### src/adcr_pkg.sv
// Shared constants for the converter control and result register block
package adcr_pkg;
  // Register byte offsets on APB
  localparam logic [3:0] OFS_CTRL_MAIN  = 4'h0;
  localparam logic [3:0] OFS_CTRL_SRC   = 4'h4;
  localparam logic [3:0] OFS_RES_HIGH   = 4'h8;
  localparam logic [3:0] OFS_RES_LOW    = 4'hC;
  // Field positions of the main control register
  localparam int BIT_START     = 7;
  localparam int BIT_BUSY      = 6;
  localparam int BIT_ENABLE    = 5;
  localparam int BIT_ALIGN     = 4;
  localparam int CHAN_LSB      = 0;
  // Field positions of the source and clock register
  localparam int SRC_LSB       = 5;
  localparam int REF_LSB       = 3;
  localparam int DIV_LSB       = 0;
  // Reset values
  localparam logic [7:0] RST_CTRL_MAIN = 8'h00;
  localparam logic [7:0] RST_CTRL_SRC  = 8'h00;
  localparam logic [7:0] RST_RESULT    = 8'h00;
  // Conversion timing in converter clock cycles
  localparam int SAMPLE_TICKS  = 4;
  localparam int CONVERT_TICKS = 12;
  localparam logic [3:0] LAST_TICK = 4'(SAMPLE_TICKS + CONVERT_TICKS - 1);
  localparam logic [3:0] SAMPLE_END = 4'(SAMPLE_TICKS);
  // Select codes
  localparam logic [2:0] SRC_INTERNAL = 3'h1;
  localparam logic [2:0] SRC_GND_LO   = 3'h2;
  localparam logic [2:0] SRC_GND_HI   = 3'h4;
  localparam logic [1:0] REF_SUPPLY   = 2'h1;
  localparam int EXT_CHANNELS  = 3;
endpackage

### src/adcr_top.sv
// Converter control registers, conversion sequencer and result registers on APB
`timescale 1ns/1ns
`default_nettype none
module adcr_top
  import adcr_pkg::*;
#(
  parameter int DIV_BITS = 7
) (
  input  wire logic                    pclk,
  input  wire logic                    presetn,
  input  wire logic                    psel,
  input  wire logic                    penable,
  input  wire logic                    pwrite,
  input  wire logic [31:0]             paddr,
  input  wire logic [31:0]             pwdata,
  output logic [31:0]                  prdata,
  output logic                         pready,
  output logic                         pslverr,
  input  wire logic [11:0]             conv_result_in,
  input  wire logic [EXT_CHANNELS-1:0] pin_function_select_reg,
  output logic                         conv_power_on,
  output logic                         conv_sampling,
  output logic                         conv_clock_tick,
  output logic                         conv_done_irq,
  output logic [EXT_CHANNELS-1:0]      ext_analog_inputs,
  output logic                         internal_divider_voltage,
  output logic                         input_grounded,
  output logic                         converter_supply,
  output logic [EXT_CHANNELS-1:0]      pin_pullup_disable,
  output logic [EXT_CHANNELS-1:0]      pin_dir_override
);
  import adcr_pkg::*;

  typedef enum logic [0:0] {
    ADCR_IDLE = 1'b0,
    ADCR_RUN  = 1'b1
  } adcr_state_t;

  logic [7:0]          main_reg, main_next;
  logic [7:0]          src_reg, src_next;
  logic [7:0]          res_hi_reg, res_hi_next;
  logic [7:0]          res_lo_reg, res_lo_next;
  logic [31:0]         prdata_reg, prdata_next;
  logic                pready_reg, pready_next;
  logic                pslverr_reg, pslverr_next;
  adcr_state_t         state_reg, state_next;
  logic [DIV_BITS-1:0] div_reg, div_next;
  logic [3:0]          tick_cnt_reg, tick_cnt_next;
  logic                tick_reg, tick_next;
  logic                done_reg, done_next;
  logic                samp_reg, samp_next;
  logic [EXT_CHANNELS-1:0] chan_reg, chan_next;
  logic                int_reg, int_next, gnd_reg, gnd_next, sup_reg, sup_next;
  logic [EXT_CHANNELS-1:0] pin_reg;

  logic                wr_fire, mapped, start_seen, div_hit, en;
  logic [2:0]          src_sel;
  logic [DIV_BITS-1:0] div_top;

  assign en      = main_reg[BIT_ENABLE];
  assign src_sel = src_reg[SRC_LSB +: 3];
  assign wr_fire = psel & penable & pready_reg & pwrite;
  assign mapped  = (paddr[3:0] == OFS_CTRL_MAIN) | (paddr[3:0] == OFS_CTRL_SRC) |
                   (paddr[3:0] == OFS_RES_HIGH) | (paddr[3:0] == OFS_RES_LOW);
  // Start is a write that clears the stored start bit after it was set;
  // taken from the write itself so busy does not loop back through main_next
  assign start_seen = wr_fire && (paddr[3:0] == OFS_CTRL_MAIN) &&
                      main_reg[BIT_START] && !pwdata[BIT_START];
  // Divide ratio is a power of two picked by the clock select field
  assign div_top = DIV_BITS'((1 << src_reg[DIV_LSB +: 3]) - 1);
  assign div_hit = (div_reg == div_top);

  // APB slave: one wait state, so read data is a registered mux
  always_comb begin
    main_next    = main_reg;
    src_next     = src_reg;
    prdata_next  = prdata_reg;
    pslverr_next = 1'b0;
    pready_next  = psel & penable & ~pready_reg;
    if (psel & penable & ~pready_reg) begin
      pslverr_next = ~mapped;
      prdata_next  = 32'h0000_0000;
      if (!pwrite) begin
        unique case (paddr[3:0])
          OFS_CTRL_MAIN: prdata_next[7:0] = main_reg;
          OFS_CTRL_SRC:  prdata_next[7:0] = src_reg;
          OFS_RES_HIGH:  prdata_next[7:0] = res_hi_reg;
          OFS_RES_LOW:   prdata_next[7:0] = res_lo_reg;
          default:       prdata_next      = 32'h0000_0000;
        endcase
      end
    end
    if (wr_fire && paddr[3:0] == OFS_CTRL_MAIN) begin
      main_next = pwdata[7:0];
      main_next[BIT_BUSY] = main_reg[BIT_BUSY]; // Busy is read-only
    end
    if (wr_fire && paddr[3:0] == OFS_CTRL_SRC) begin
      src_next = pwdata[7:0];
    end
    // Busy follows the sequencer state
    main_next[BIT_BUSY] = (state_next == ADCR_RUN);
  end

  // Conversion sequencer; disabling aborts without touching the results
  always_comb begin
    state_next    = state_reg;
    div_next      = div_reg;
    tick_cnt_next = tick_cnt_reg;
    tick_next     = 1'b0;
    done_next     = 1'b0;
    res_hi_next   = res_hi_reg;
    res_lo_next   = res_lo_reg;
    unique case (state_reg)
      ADCR_IDLE: begin
        // A disabled converter ignores the start sequence
        if (start_seen && en) begin
          state_next    = ADCR_RUN;
          div_next      = '0;
          tick_cnt_next = 4'h0;
        end
      end
      ADCR_RUN: begin
        div_next = div_hit ? '0 : DIV_BITS'(div_reg + 1'b1);
        if (!en) begin
          state_next = ADCR_IDLE; // Power-off aborts, results kept
        end else if (div_hit) begin
          tick_next     = 1'b1;
          tick_cnt_next = 4'(tick_cnt_reg + 1'b1);
          if (tick_cnt_reg == LAST_TICK) begin
            state_next = ADCR_IDLE;
            done_next  = 1'b1; // Request raised with busy clear
            // Format fixed at completion
            if (main_reg[BIT_ALIGN]) begin
              res_hi_next = {4'h0, conv_result_in[11:8]};
              res_lo_next = conv_result_in[7:0];
            end else begin
              res_hi_next = conv_result_in[11:4];
              res_lo_next = {conv_result_in[3:0], 4'h0};
            end
          end
        end
      end
    endcase
  end

  // Analog select decode, registered so the pins never glitch
  always_comb begin
    samp_next = (state_next == ADCR_RUN) && (tick_cnt_next < SAMPLE_END);
    sup_next  = (src_reg[REF_LSB +: 2] == REF_SUPPLY);
    int_next  = (src_sel == SRC_INTERNAL);
    gnd_next  = (src_sel >= SRC_GND_LO) && (src_sel <= SRC_GND_HI);
    chan_next = '0;
    // Channel switches open unless source is external; codes above 2 float
    if (!int_next && !gnd_next) begin
      for (int i = 0; i < EXT_CHANNELS; i++) begin
        chan_next[i] = (main_reg[CHAN_LSB +: 4] == 4'(i));
      end
    end
  end

  // All state registers
  always_ff @(posedge pclk or negedge presetn) begin
    if (!presetn) begin
      main_reg     <= RST_CTRL_MAIN;
      src_reg      <= RST_CTRL_SRC;
      res_hi_reg   <= RST_RESULT;
      res_lo_reg   <= RST_RESULT;
      prdata_reg   <= 32'h0000_0000;
      pready_reg   <= 1'b0;
      pslverr_reg  <= 1'b0;
      state_reg    <= ADCR_IDLE;
      div_reg      <= '0;
      tick_cnt_reg <= 4'h0;
      tick_reg     <= 1'b0;
      done_reg     <= 1'b0;
      samp_reg     <= 1'b0;
      chan_reg     <= '0;
      int_reg      <= 1'b0;
      gnd_reg      <= 1'b0;
      sup_reg      <= 1'b0;
      pin_reg      <= '0;
    end else begin
      main_reg     <= main_next;
      src_reg      <= src_next;
      res_hi_reg   <= res_hi_next;
      res_lo_reg   <= res_lo_next;
      prdata_reg   <= prdata_next;
      pready_reg   <= pready_next;
      pslverr_reg  <= pslverr_next;
      state_reg    <= state_next;
      div_reg      <= div_next;
      tick_cnt_reg <= tick_cnt_next;
      tick_reg     <= tick_next;
      done_reg     <= done_next;
      samp_reg     <= samp_next;
      chan_reg     <= chan_next;
      int_reg      <= int_next;
      gnd_reg      <= gnd_next;
      sup_reg      <= sup_next;
      pin_reg      <= pin_function_select_reg; // Pull-up off, direction forced
    end
  end

  assign prdata                   = prdata_reg;
  assign pready                   = pready_reg;
  assign pslverr                  = pslverr_reg;
  assign conv_power_on            = main_reg[BIT_ENABLE];
  assign conv_sampling            = samp_reg;
  assign conv_clock_tick          = tick_reg;
  assign conv_done_irq            = done_reg;
  assign ext_analog_inputs        = chan_reg;
  assign internal_divider_voltage = int_reg;
  assign input_grounded           = gnd_reg;
  assign converter_supply         = sup_reg;
  assign pin_pullup_disable       = pin_reg;
  assign pin_dir_override         = pin_reg;
endmodule
`default_nettype wire

### config.mk
export PLATFORM = sky130hd
export DESIGN_NAME = adcr_top
export DESIGN_NICKNAME = d
export VERILOG_FILES = /design/src/adcr_pkg.sv /design/src/adcr_top.sv
export SDC_FILE = /design/constraint.sdc
export NUM_CORES = 1
export LEC_CHECK = 0
export BUFFER_PORTS_ARGS = -buffer_cell sky130_fd_sc_hd__buf_2
export CORE_MARGIN = 1
export CORE_UTILIZATION = 35
export DETAILED_ROUTE_END_ITERATION = 6
export GPL_ROUTABILITY_DRIVEN = 0
export PLACE_DENSITY_LB_ADDON = 0.1
export SLEW_MARGIN = 20
export SYNTH_ARGS = -nofsm -noshare
export SYNTH_HDL_FRONTEND = slang
export SYNTH_SLANG_ARGS = --single-unit
### constraint.sdc
create_clock -name pclk -period 4.9 [get_ports pclk]
set_input_delay 0.245 -clock pclk [delete_from_list [all_inputs] [get_ports pclk]]
set_output_delay 0.245 -clock pclk [all_outputs]
set_load 0.05 [all_outputs]
==> results.cfg, run 1 <==
[floorplanning]
fp-row-count = 35
start_util = 0.367
coreArea_um2 = 9420
die_w_um = 101
die_area_um2 = 10300
io_pins = 134
die_h_um = 101

[worst_setup_path]
path_class = flip-flop to flip-flop
cp.arrival_ns = 3.23
crit_required_ns = 5.11
cp_max_fo = 16
critPathLaunchType = flip-flop
cp-end-kind = flip-flop

[route]
viasPerCell = 4.73
postRouteAntennaNets = 0
drc = 0
drt_iter0_drc = 67
wl_per_cell_um = 14.6
firstDrtPassIters = 4
vias = 2331
routed_wirelength_mm = 7.19

[grt]
grt_usage = 0.152
first_global_vias = 2233
antenna_found_initial = 0
grt_pass1_wl_mm = 11.7
gr-total-overflow = 0
grt_max_degree = 66

[timing]
max_slew_margin = 0.436
finalHoldViolCount = 0
setup_slack_ns = 1.88
finalHoldWorstSlack_ns = 0.0922
finalSetupViolCount = 0
min_period_ns = 3.02
finalClockSkew_ns = 0.0125
rsz0062_at_grt = false
maxSlewViolCount = 0
tns_ns = 0
worstMarginPinSlew_ns = 0.846
fin_crit_sh = 0.616
max_freq_mhz = 331

[power_and_ir_drop]
combPwrFrac = 0.146
clkPwrFrac = 0.404
p_int_uw = 892
p_leak_nw = 1.88
ir_drop_v = 0.000115
switching_share = 0.288
p_sw_uw = 361
p_seq_frac = 0.450
powerDensity_nw_per_um2 = 319

[synth]
synth_seq_cells = 65
synth_edf_count = 0
synth_area_um2 = 3450
syn_inst = 304
yosysUniqueCellTypes = 56
synth_ff_type = dfrtp_1
yosysWarnings = 0
avgSynthCellArea_um2 = 11.4
async_flop_share = 1.00
ys_seq_area_frac = 0.471

[clocking]
clockRootBuffer = clkbuf_8
numClockSinks = 65
h-tree-depth = 3
clkLatencyLatePin_ns = 0.34
clk_pin_slew_worst_paths_ns = 0.08
cts_buffer_depth = 2
postCtsSetupBuffers = 0
cts_made_buffers = 9
cts_tree = done

[min_path]
hp-class = input port to async pin

[cells_and_area]
area_growth_pct = 13.8
fin_nets = 446
antenna_cells = 0
drive_gt1_frac = 0.330

[placed_design]
post-place-ws_ns = 1.86
dpl.hpwl_mm = 4.94
portBuffers = 57

[run_status]
status = finished clean

[run]
drv_cap = 0
[cells in the mapped netlist, types with 2 or more instances]
cell      number  area [um2]
nand4_1        2        12.5
clkbuf_8       2        27.5
dfrtp_1       65        1630
buf_4         27         203
buf_6          4        45.0
mux2_2        16         180
inv_1          9        33.8
a211o_1        3        26.3
nand2b_1       4        25.0
nand2_1       38         143
xor2_1         3        26.3
a22o_1         8        70.1
buf_2          3        15.0
nor3b_1        4        30.0
mux2i_1       13         130
mux4_2         7         158
or2_2          2        12.5
nor2_1        13        48.8
or4bb_1        3        33.8
ha_1           3        37.5
nand3_1        4        20.0
nor2b_1        3        18.8
nor3_1         7        35.0
o21ai_2        9        78.8
clkbuf_1       5        18.8
o21ai_0       13        65.1
xnor2_1        3        26.3
or3_1          2        12.5
nor4_1         2        12.5
[placed cells by master (no fill, tap or decap), types with 8 or more instances in the layout]
| cell | count |
|---|---|
| dfrtp_1 | 65 |
| buf_2 | 57 |
| o21ai_0 | 13 |
| clkbuf_8 | 9 |
| o21ai_2 | 9 |
| a22o_1 | 8 |
| inv_1 | 9 |
| nor2_1 | 13 |
| mux2_2 | 16 |
| nand2_1 | 38 |
| conb_1 | 24 |
| mux2i_1 | 13 |
[path summary, 6_finish.rpt]
path | start | to | slack, ns | cells past startpoint
max in group asynchronous | presetn | src_reg[1] | 4.25 | 2
worst min-delay path | presetn | conv_clock_tick | 0.09 | 2
worst min register to register | src_reg[4] | converter_supply | 0.47 | 1
worst max-delay path | src_reg[0] | res_lo_reg[5] | 1.88 | 9
worst max register to register | src_reg[0] | res_lo_reg[5] | 1.88 | 9
min in group pclk | pwdata[0] | main_reg[0] | 0.15 | 2
[through the flow]
stage                     instances  utilization  area [um2]  total power [mW]
final                           493        0.417        3930              1.25
after global placement          474        0.391        3680             0.756
after floorplan                 327            -        3540             0.727
after detailed placement        474        0.391        3680             0.757
after global routing            493        0.417        3930              1.31
after CTS                       493        0.417        3930              1.27
[repair_timing]
action / 4_1_cts / 5_1_grt
gates resized for setup: 0 / 0
hold buffers: 3 / 0
endpoints found under the hold margin: 3 / 0
[power by group through the flow]
| stage | clock (mW) | sequential, mW | combinational [mW] |
|---|---|---|---|
| after floorplan | 0 | 0.603 | 0.125 |
| after global placement | 0 | 0.574 | 0.182 |
| after detailed placement | 0 | 0.574 | 0.183 |
| after CTS | 0.524 | 0.564 | 0.185 |
| after global routing | 0.545 | 0.566 | 0.197 |
| final | 0.506 | 0.563 | 0.183 |
[cell families after synthesis]
logic type,share of synthesized area
multiplexers,0.143
buffers and inverters,0.105
XOR/XNOR,0.0152
flip-flops,0.471
other,0.00109
AO/OA/AOI/OAI,0.113
AND/OR/NAND/NOR,0.140
adder cells (fa/ha/maj),0.0109
[layer usage]
| layer | GRT usage | vias to the layer above | share of wire |
|---|---|---|---|
| met3 | 0.0255 | 7 | 0.036 |
| li1 | - | 1143 | - |
| met2 | 0.222 | 60 | 0.44 |
| met1 | 0.223 | 1121 | 0.51 |
| met5 | 0 | - | 0 |
| met4 | 0.0635 | 0 | 0.012 |
[area by class of cell]
class | count | area [um2]
Timing Repair Buffer | 63 | 338
Multi-Input combinational cell | 211 | 1550
Sequential cell | 65 | 1630
Clock inverter | 6 | 91.3
Inverter | 9 | 33.8
Fill cell | 943 | 5490
Clock buffer | 10 | 128
Tap cell | 129 | 161
[critical path: stages (launching register included)]
cell and delay [ns]:
dfrtp_1 0.59, inv_1 0.12, nand2_1 0.08, ha_1 0.34
or4bb_1 0.51, o221ai_1 0.10, a211o_4 0.21, nand4_1 0.57
nand2_1 0.23, o21ai_0 0.11
Power figures use the tool's default switching activity.
==> run 2, diff against run 1 <==
Clock period 4.9 ns to 3 ns, I/O delays scaled along.
==> results.cfg, run 2 (same netlist as run 1, synthesis figures left out) <==
[run_status]
status = finished, violations left
violations = negative hold slack

[worst_setup_path]
path_class = flip-flop to flip-flop
r2r_slack_ns = 0.34
cp.arrival_ns = 2.91
crit_required_ns = 3.25
r2r_cells = 9
cp_max_fo = 17
cp-end-kind = flip-flop
crit_path_end = res_lo_reg[6]
crit_start = src_reg[0]
reg2reg_to = res_lo_reg[6]
critPathLaunchType = flip-flop
rr_startpoint = src_reg[0]

[timing]
max_slew_margin = 0.439
finalSetupViolCount = 0
setup_slack_ns = 0.340
worstMarginPinSlew_ns = 0.841
rsz0062_at_grt = false
max_freq_mhz = 376
fin_crit_sh = 0.887
min_period_ns = 2.66
finalHoldWorstSlack_ns = -0.000514
maxSlewViolCount = 0
tns_ns = 0
finalClockSkew_ns = 0.0113
finalHoldViolCount = 2

[floorplanning]
die_area_um2 = 10300
start_util = 0.367
io_pins = 134
die_w_um = 101
fp-row-count = 35
die_h_um = 101
coreArea_um2 = 9420

[placed_design]
portBuffers = 57
placed_cell_area_um2 = 3710
dp_cells = 478
post-place-ws_ns = 0.296
dpl.hpwl_mm = 5.01

[clocking]
clockRootBuffer = clkbuf_8
clkLatencyLatePin_ns = 0.34
cts_tree = done
clk_pin_slew_worst_paths_ns = 0.07
cts_made_buffers = 9
numClockSinks = 65
cts_buffer_depth = 2
postCtsSetupBuffers = 0
h-tree-depth = 3

[cells_and_area]
drive_gt1_frac = 0.340
layout_common_cells = dfrtp_1, buf_2, nand2_1
area_growth_pct = 14.8
fin_cells = 497
design_area_um2 = 3960
fin_nets = 450
final_common_cell = dfrtp_1
antenna_cells = 0

[grt]
grt_usage = 0.150
grt_max_degree = 66
antenna_found_initial = 0
first_global_vias = 2162
grt_pass1_wl_mm = 11.6
gr-total-overflow = 0

[route]
firstDrtPassIters = 4
vias = 2413
wl_met2_mm = 3.13
wl_per_cell_um = 14.4
drt_iter0_drc = 76
postRouteAntennaNets = 0
routed_wirelength_mm = 7.13
highest_layer = met4
drc = 0
wl_met1_mm = 3.65
wl_met3_um = 242
viasPerCell = 4.86

[power_and_ir_drop]
powerDensity_nw_per_um2 = 518
p_leak_nw = 1.89
ir_drop_v = 0.000216

[min_path]
hp-class = input port to async pin

[run]
drv_cap = 0
-- run 2: worst min path at each step --
stage                          startpoint             endpoint  slack [ns]  cells past startpoint
2_1_floorplan                     presetn      conv_clock_tick       -0.15                      0
3_3_place_gp   pin_function_select_reg[1]  pin_dir_override[1]        0.26                      1
3_5_place_dp   pin_function_select_reg[0]  pin_dir_override[0]        0.26                      1
4_1_cts                           presetn        conv_sampling        0.03                      2
5_1_grt                         pwdata[4]           src_reg[4]        0.04                      2
6_report                          presetn           div_reg[0]     -0.0005                      2
-- run 2: critical path: stages, from the launching register on --
cell and delay [ns]:
dfrtp_1 0.50, inv_1 0.10, nand2_1 0.07, ha_2 0.27
or4bb_1 0.49, o221ai_1 0.10, a211o_4 0.21, nand3_4 0.10
or3_4 0.53, o21ai_0 0.20
-- run 2: per-layer routing --
layer | GRT usage | vias up
met2 | 0.209 | 60
li1 | - | 1146
met4 | 0.0635 | 0
met1 | 0.227 | 1197
met5 | 0 | -
met3 | 0.0269 | 10
-- run 2: area by class of cell --
cell class                      count  area [um2]
Sequential cell                    65        1630
Clock inverter                      6        92.6
Multi-Input combinational cell    211        1550
Tap cell                          129         161
Inverter                            9        33.8
Clock buffer                       10         128
Fill cell                         935        5460
Timing Repair Buffer               67         368
-- run 2: power breakdown --
group	switching (mW)	internal, mW	total (mW)	leakage (nW)
sequential	0.0180	0.899	0.917	0.797
clock	0.357	0.471	0.828	0.103
combinational	0.217	0.0886	0.306	0.995
-- run 2: metrics by stage --
stage / hold slack [ns] / utilization / total power, mW
after floorplan: -0.146 / - / 1.19
after CTS: 0.0266 / 0.420 / 2.08
after detailed placement: 0.260 / 0.394 / 1.24
after global routing: 0.0425 / 0.421 / 2.14
after global placement: 0.260 / 0.394 / 1.24
final: -0.000514 / 0.421 / 2.05
-- run 2: timing repair --
| action | CTS | global route |
|---|---|---|
| resized for setup | 0 | 1 |
| endpoints found under the hold margin | 3 | 0 |
| setup endpoints to repair | 0 | 1 |
| hold buffers | 3 | 0 |
==> run 3, diff against run 2 <==
==> constraint.sdc (replaced) <==
create_clock -name pclk -period 3 [get_ports pclk]
set_input_delay 0 -clock pclk [delete_from_list [all_inputs] [get_ports pclk]]
set_output_delay 0 -clock pclk [all_outputs]
set_load 0.05 [all_outputs]
==> results.cfg, run 3 (same netlist as run 1, synthesis figures left out) <==
[worst_setup_path]
critPathLaunchType = flip-flop
path_class = flip-flop to flip-flop
cp.arrival_ns = 2.99
cp_max_fo = 17
r2r_slack_ns = 0.26
crit_required_ns = 3.26
cp-end-kind = flip-flop

[grt]
grt_max_degree = 29
met2_usage = 0.232
grt_util_met3 = 0.0352
grt_pass1_wl_mm = 12.2
met1_usage = 0.230
first_global_vias = 2328
grt-busiest-layer = met2
antenna_found_initial = 0
grt_usage = 0.157
gr-total-overflow = 0

[min_path]
hp-class = input port to flip-flop

[cells_and_area]
final_common_cell = dfrtp_1
antenna_cells = 0
fillerInstances = 937
seq_area_um2 = 1630
area_growth_pct = 21.6
layout_common_cells = dfrtp_1, buf_2, nand2_1
fin_nets = 474
drive_gt1_frac = 0.319
multiInputGateArea_um2 = 1550

[power_and_ir_drop]
powerDensity_nw_per_um2 = 495
p_leak_nw = 2.00
ir_drop_v = 0.000230

[timing]
finalHoldWorstSlack_ns = 0.159
max_freq_mhz = 366
tns_ns = 0
rsz0062_at_grt = false
maxSlewViolCount = 0
finalClockSkew_ns = 0.0116
min_period_ns = 2.74
finalSetupViolCount = 0
fin_crit_sh = 0.912
setup_slack_ns = 0.265
max_slew_margin = 0.544
worstMarginPinSlew_ns = 0.681
finalHoldViolCount = 0

[floorplanning]
fp-row-count = 35
die_h_um = 101
io_pins = 134
die_w_um = 101
die_area_um2 = 10300
start_util = 0.367
coreArea_um2 = 9420

[run_status]
status = finished clean

[clocking]
clockRootBuffer = clkbuf_8
h-tree-depth = 3
post_cts_resized = 0
cts_buffer_depth = 2
numClockSinks = 65
clk_pin_slew_worst_paths_ns = 0.08
postCtsSetupBuffers = 0
holdBufCountCts = 26
clkLatencyLatePin_ns = 0.34
cts_tree = done
cts_made_buffers = 9

[placed_design]
post-place-ws_ns = 0.273
dpl.hpwl_mm = 5.18
portBuffers = 57

[route]
drc = 0
drt_iter0_drc = 106
vias = 2470
firstDrtPassIters = 4
routed_wirelength_mm = 7.33
viasPerCell = 4.74
wl_per_cell_um = 14.1
postRouteAntennaNets = 0

[run]
drv_cap = 0
[run 3: cell count changes in the layout (fill, tap and decap cells not counted), sizes merged]
cell	delta
buf	+1
dlygate4sd3	+23
[run 3: metrics by stage]
step                      instances  utilization  cell area (um2)  power, mW
after global placement          479        0.395             3710       1.24
after detailed placement        479        0.395             3710       1.24
after global routing            521        0.446             4200       2.17
after floorplan                 327            -             3540       1.19
final                           521        0.446             4200       2.08
after CTS                       521        0.446             4200       2.10
[run 3: path summary, 6_finish.rpt]
path,from,endpoint,cells past startpoint
setup / recovery,src_reg[0],res_lo_reg[1],9
hold / removal,penable,pslverr,4
setup reg to reg,src_reg[0],res_lo_reg[1],9
hold reg to reg,src_reg[4],converter_supply,1
max in group asynchronous,presetn,res_hi_reg[0],3
min in group asynchronous,presetn,div_reg[0],2
[run 3: area by class of cell]
cell class	instances	area share
timing repair buffer	91	0.144
clock inverter	6	0.0221
tap	129	0.0385
inverter	9	0.00805
sequential	65	0.388
clock buffer	10	0.0304
multi-input combinational	211	0.369
[run 3: power by group]
group | switching, mW | internal [mW]
clock network | 0.360 | 0.471
registers | 0.0179 | 0.899
logic | 0.220 | 0.108
total | 0.598 | 1.48
[run 3: routing by layer]
layer  part of all wire  wire, um
met4              0.011        80
met1               0.49      3610
met5                  0         0
met2               0.45      3330
met3              0.042       308
[run 3: critical path: stages, from the launching register on]
cell and delay, ns:
dfrtp_1 0.48, inv_1 0.09, nand2_1 0.07, ha_1 0.34
or4bb_1 0.52, o221ai_1 0.11, a211o_4 0.21, nand3_4 0.10
or3_4 0.53, o21ai_0 0.19
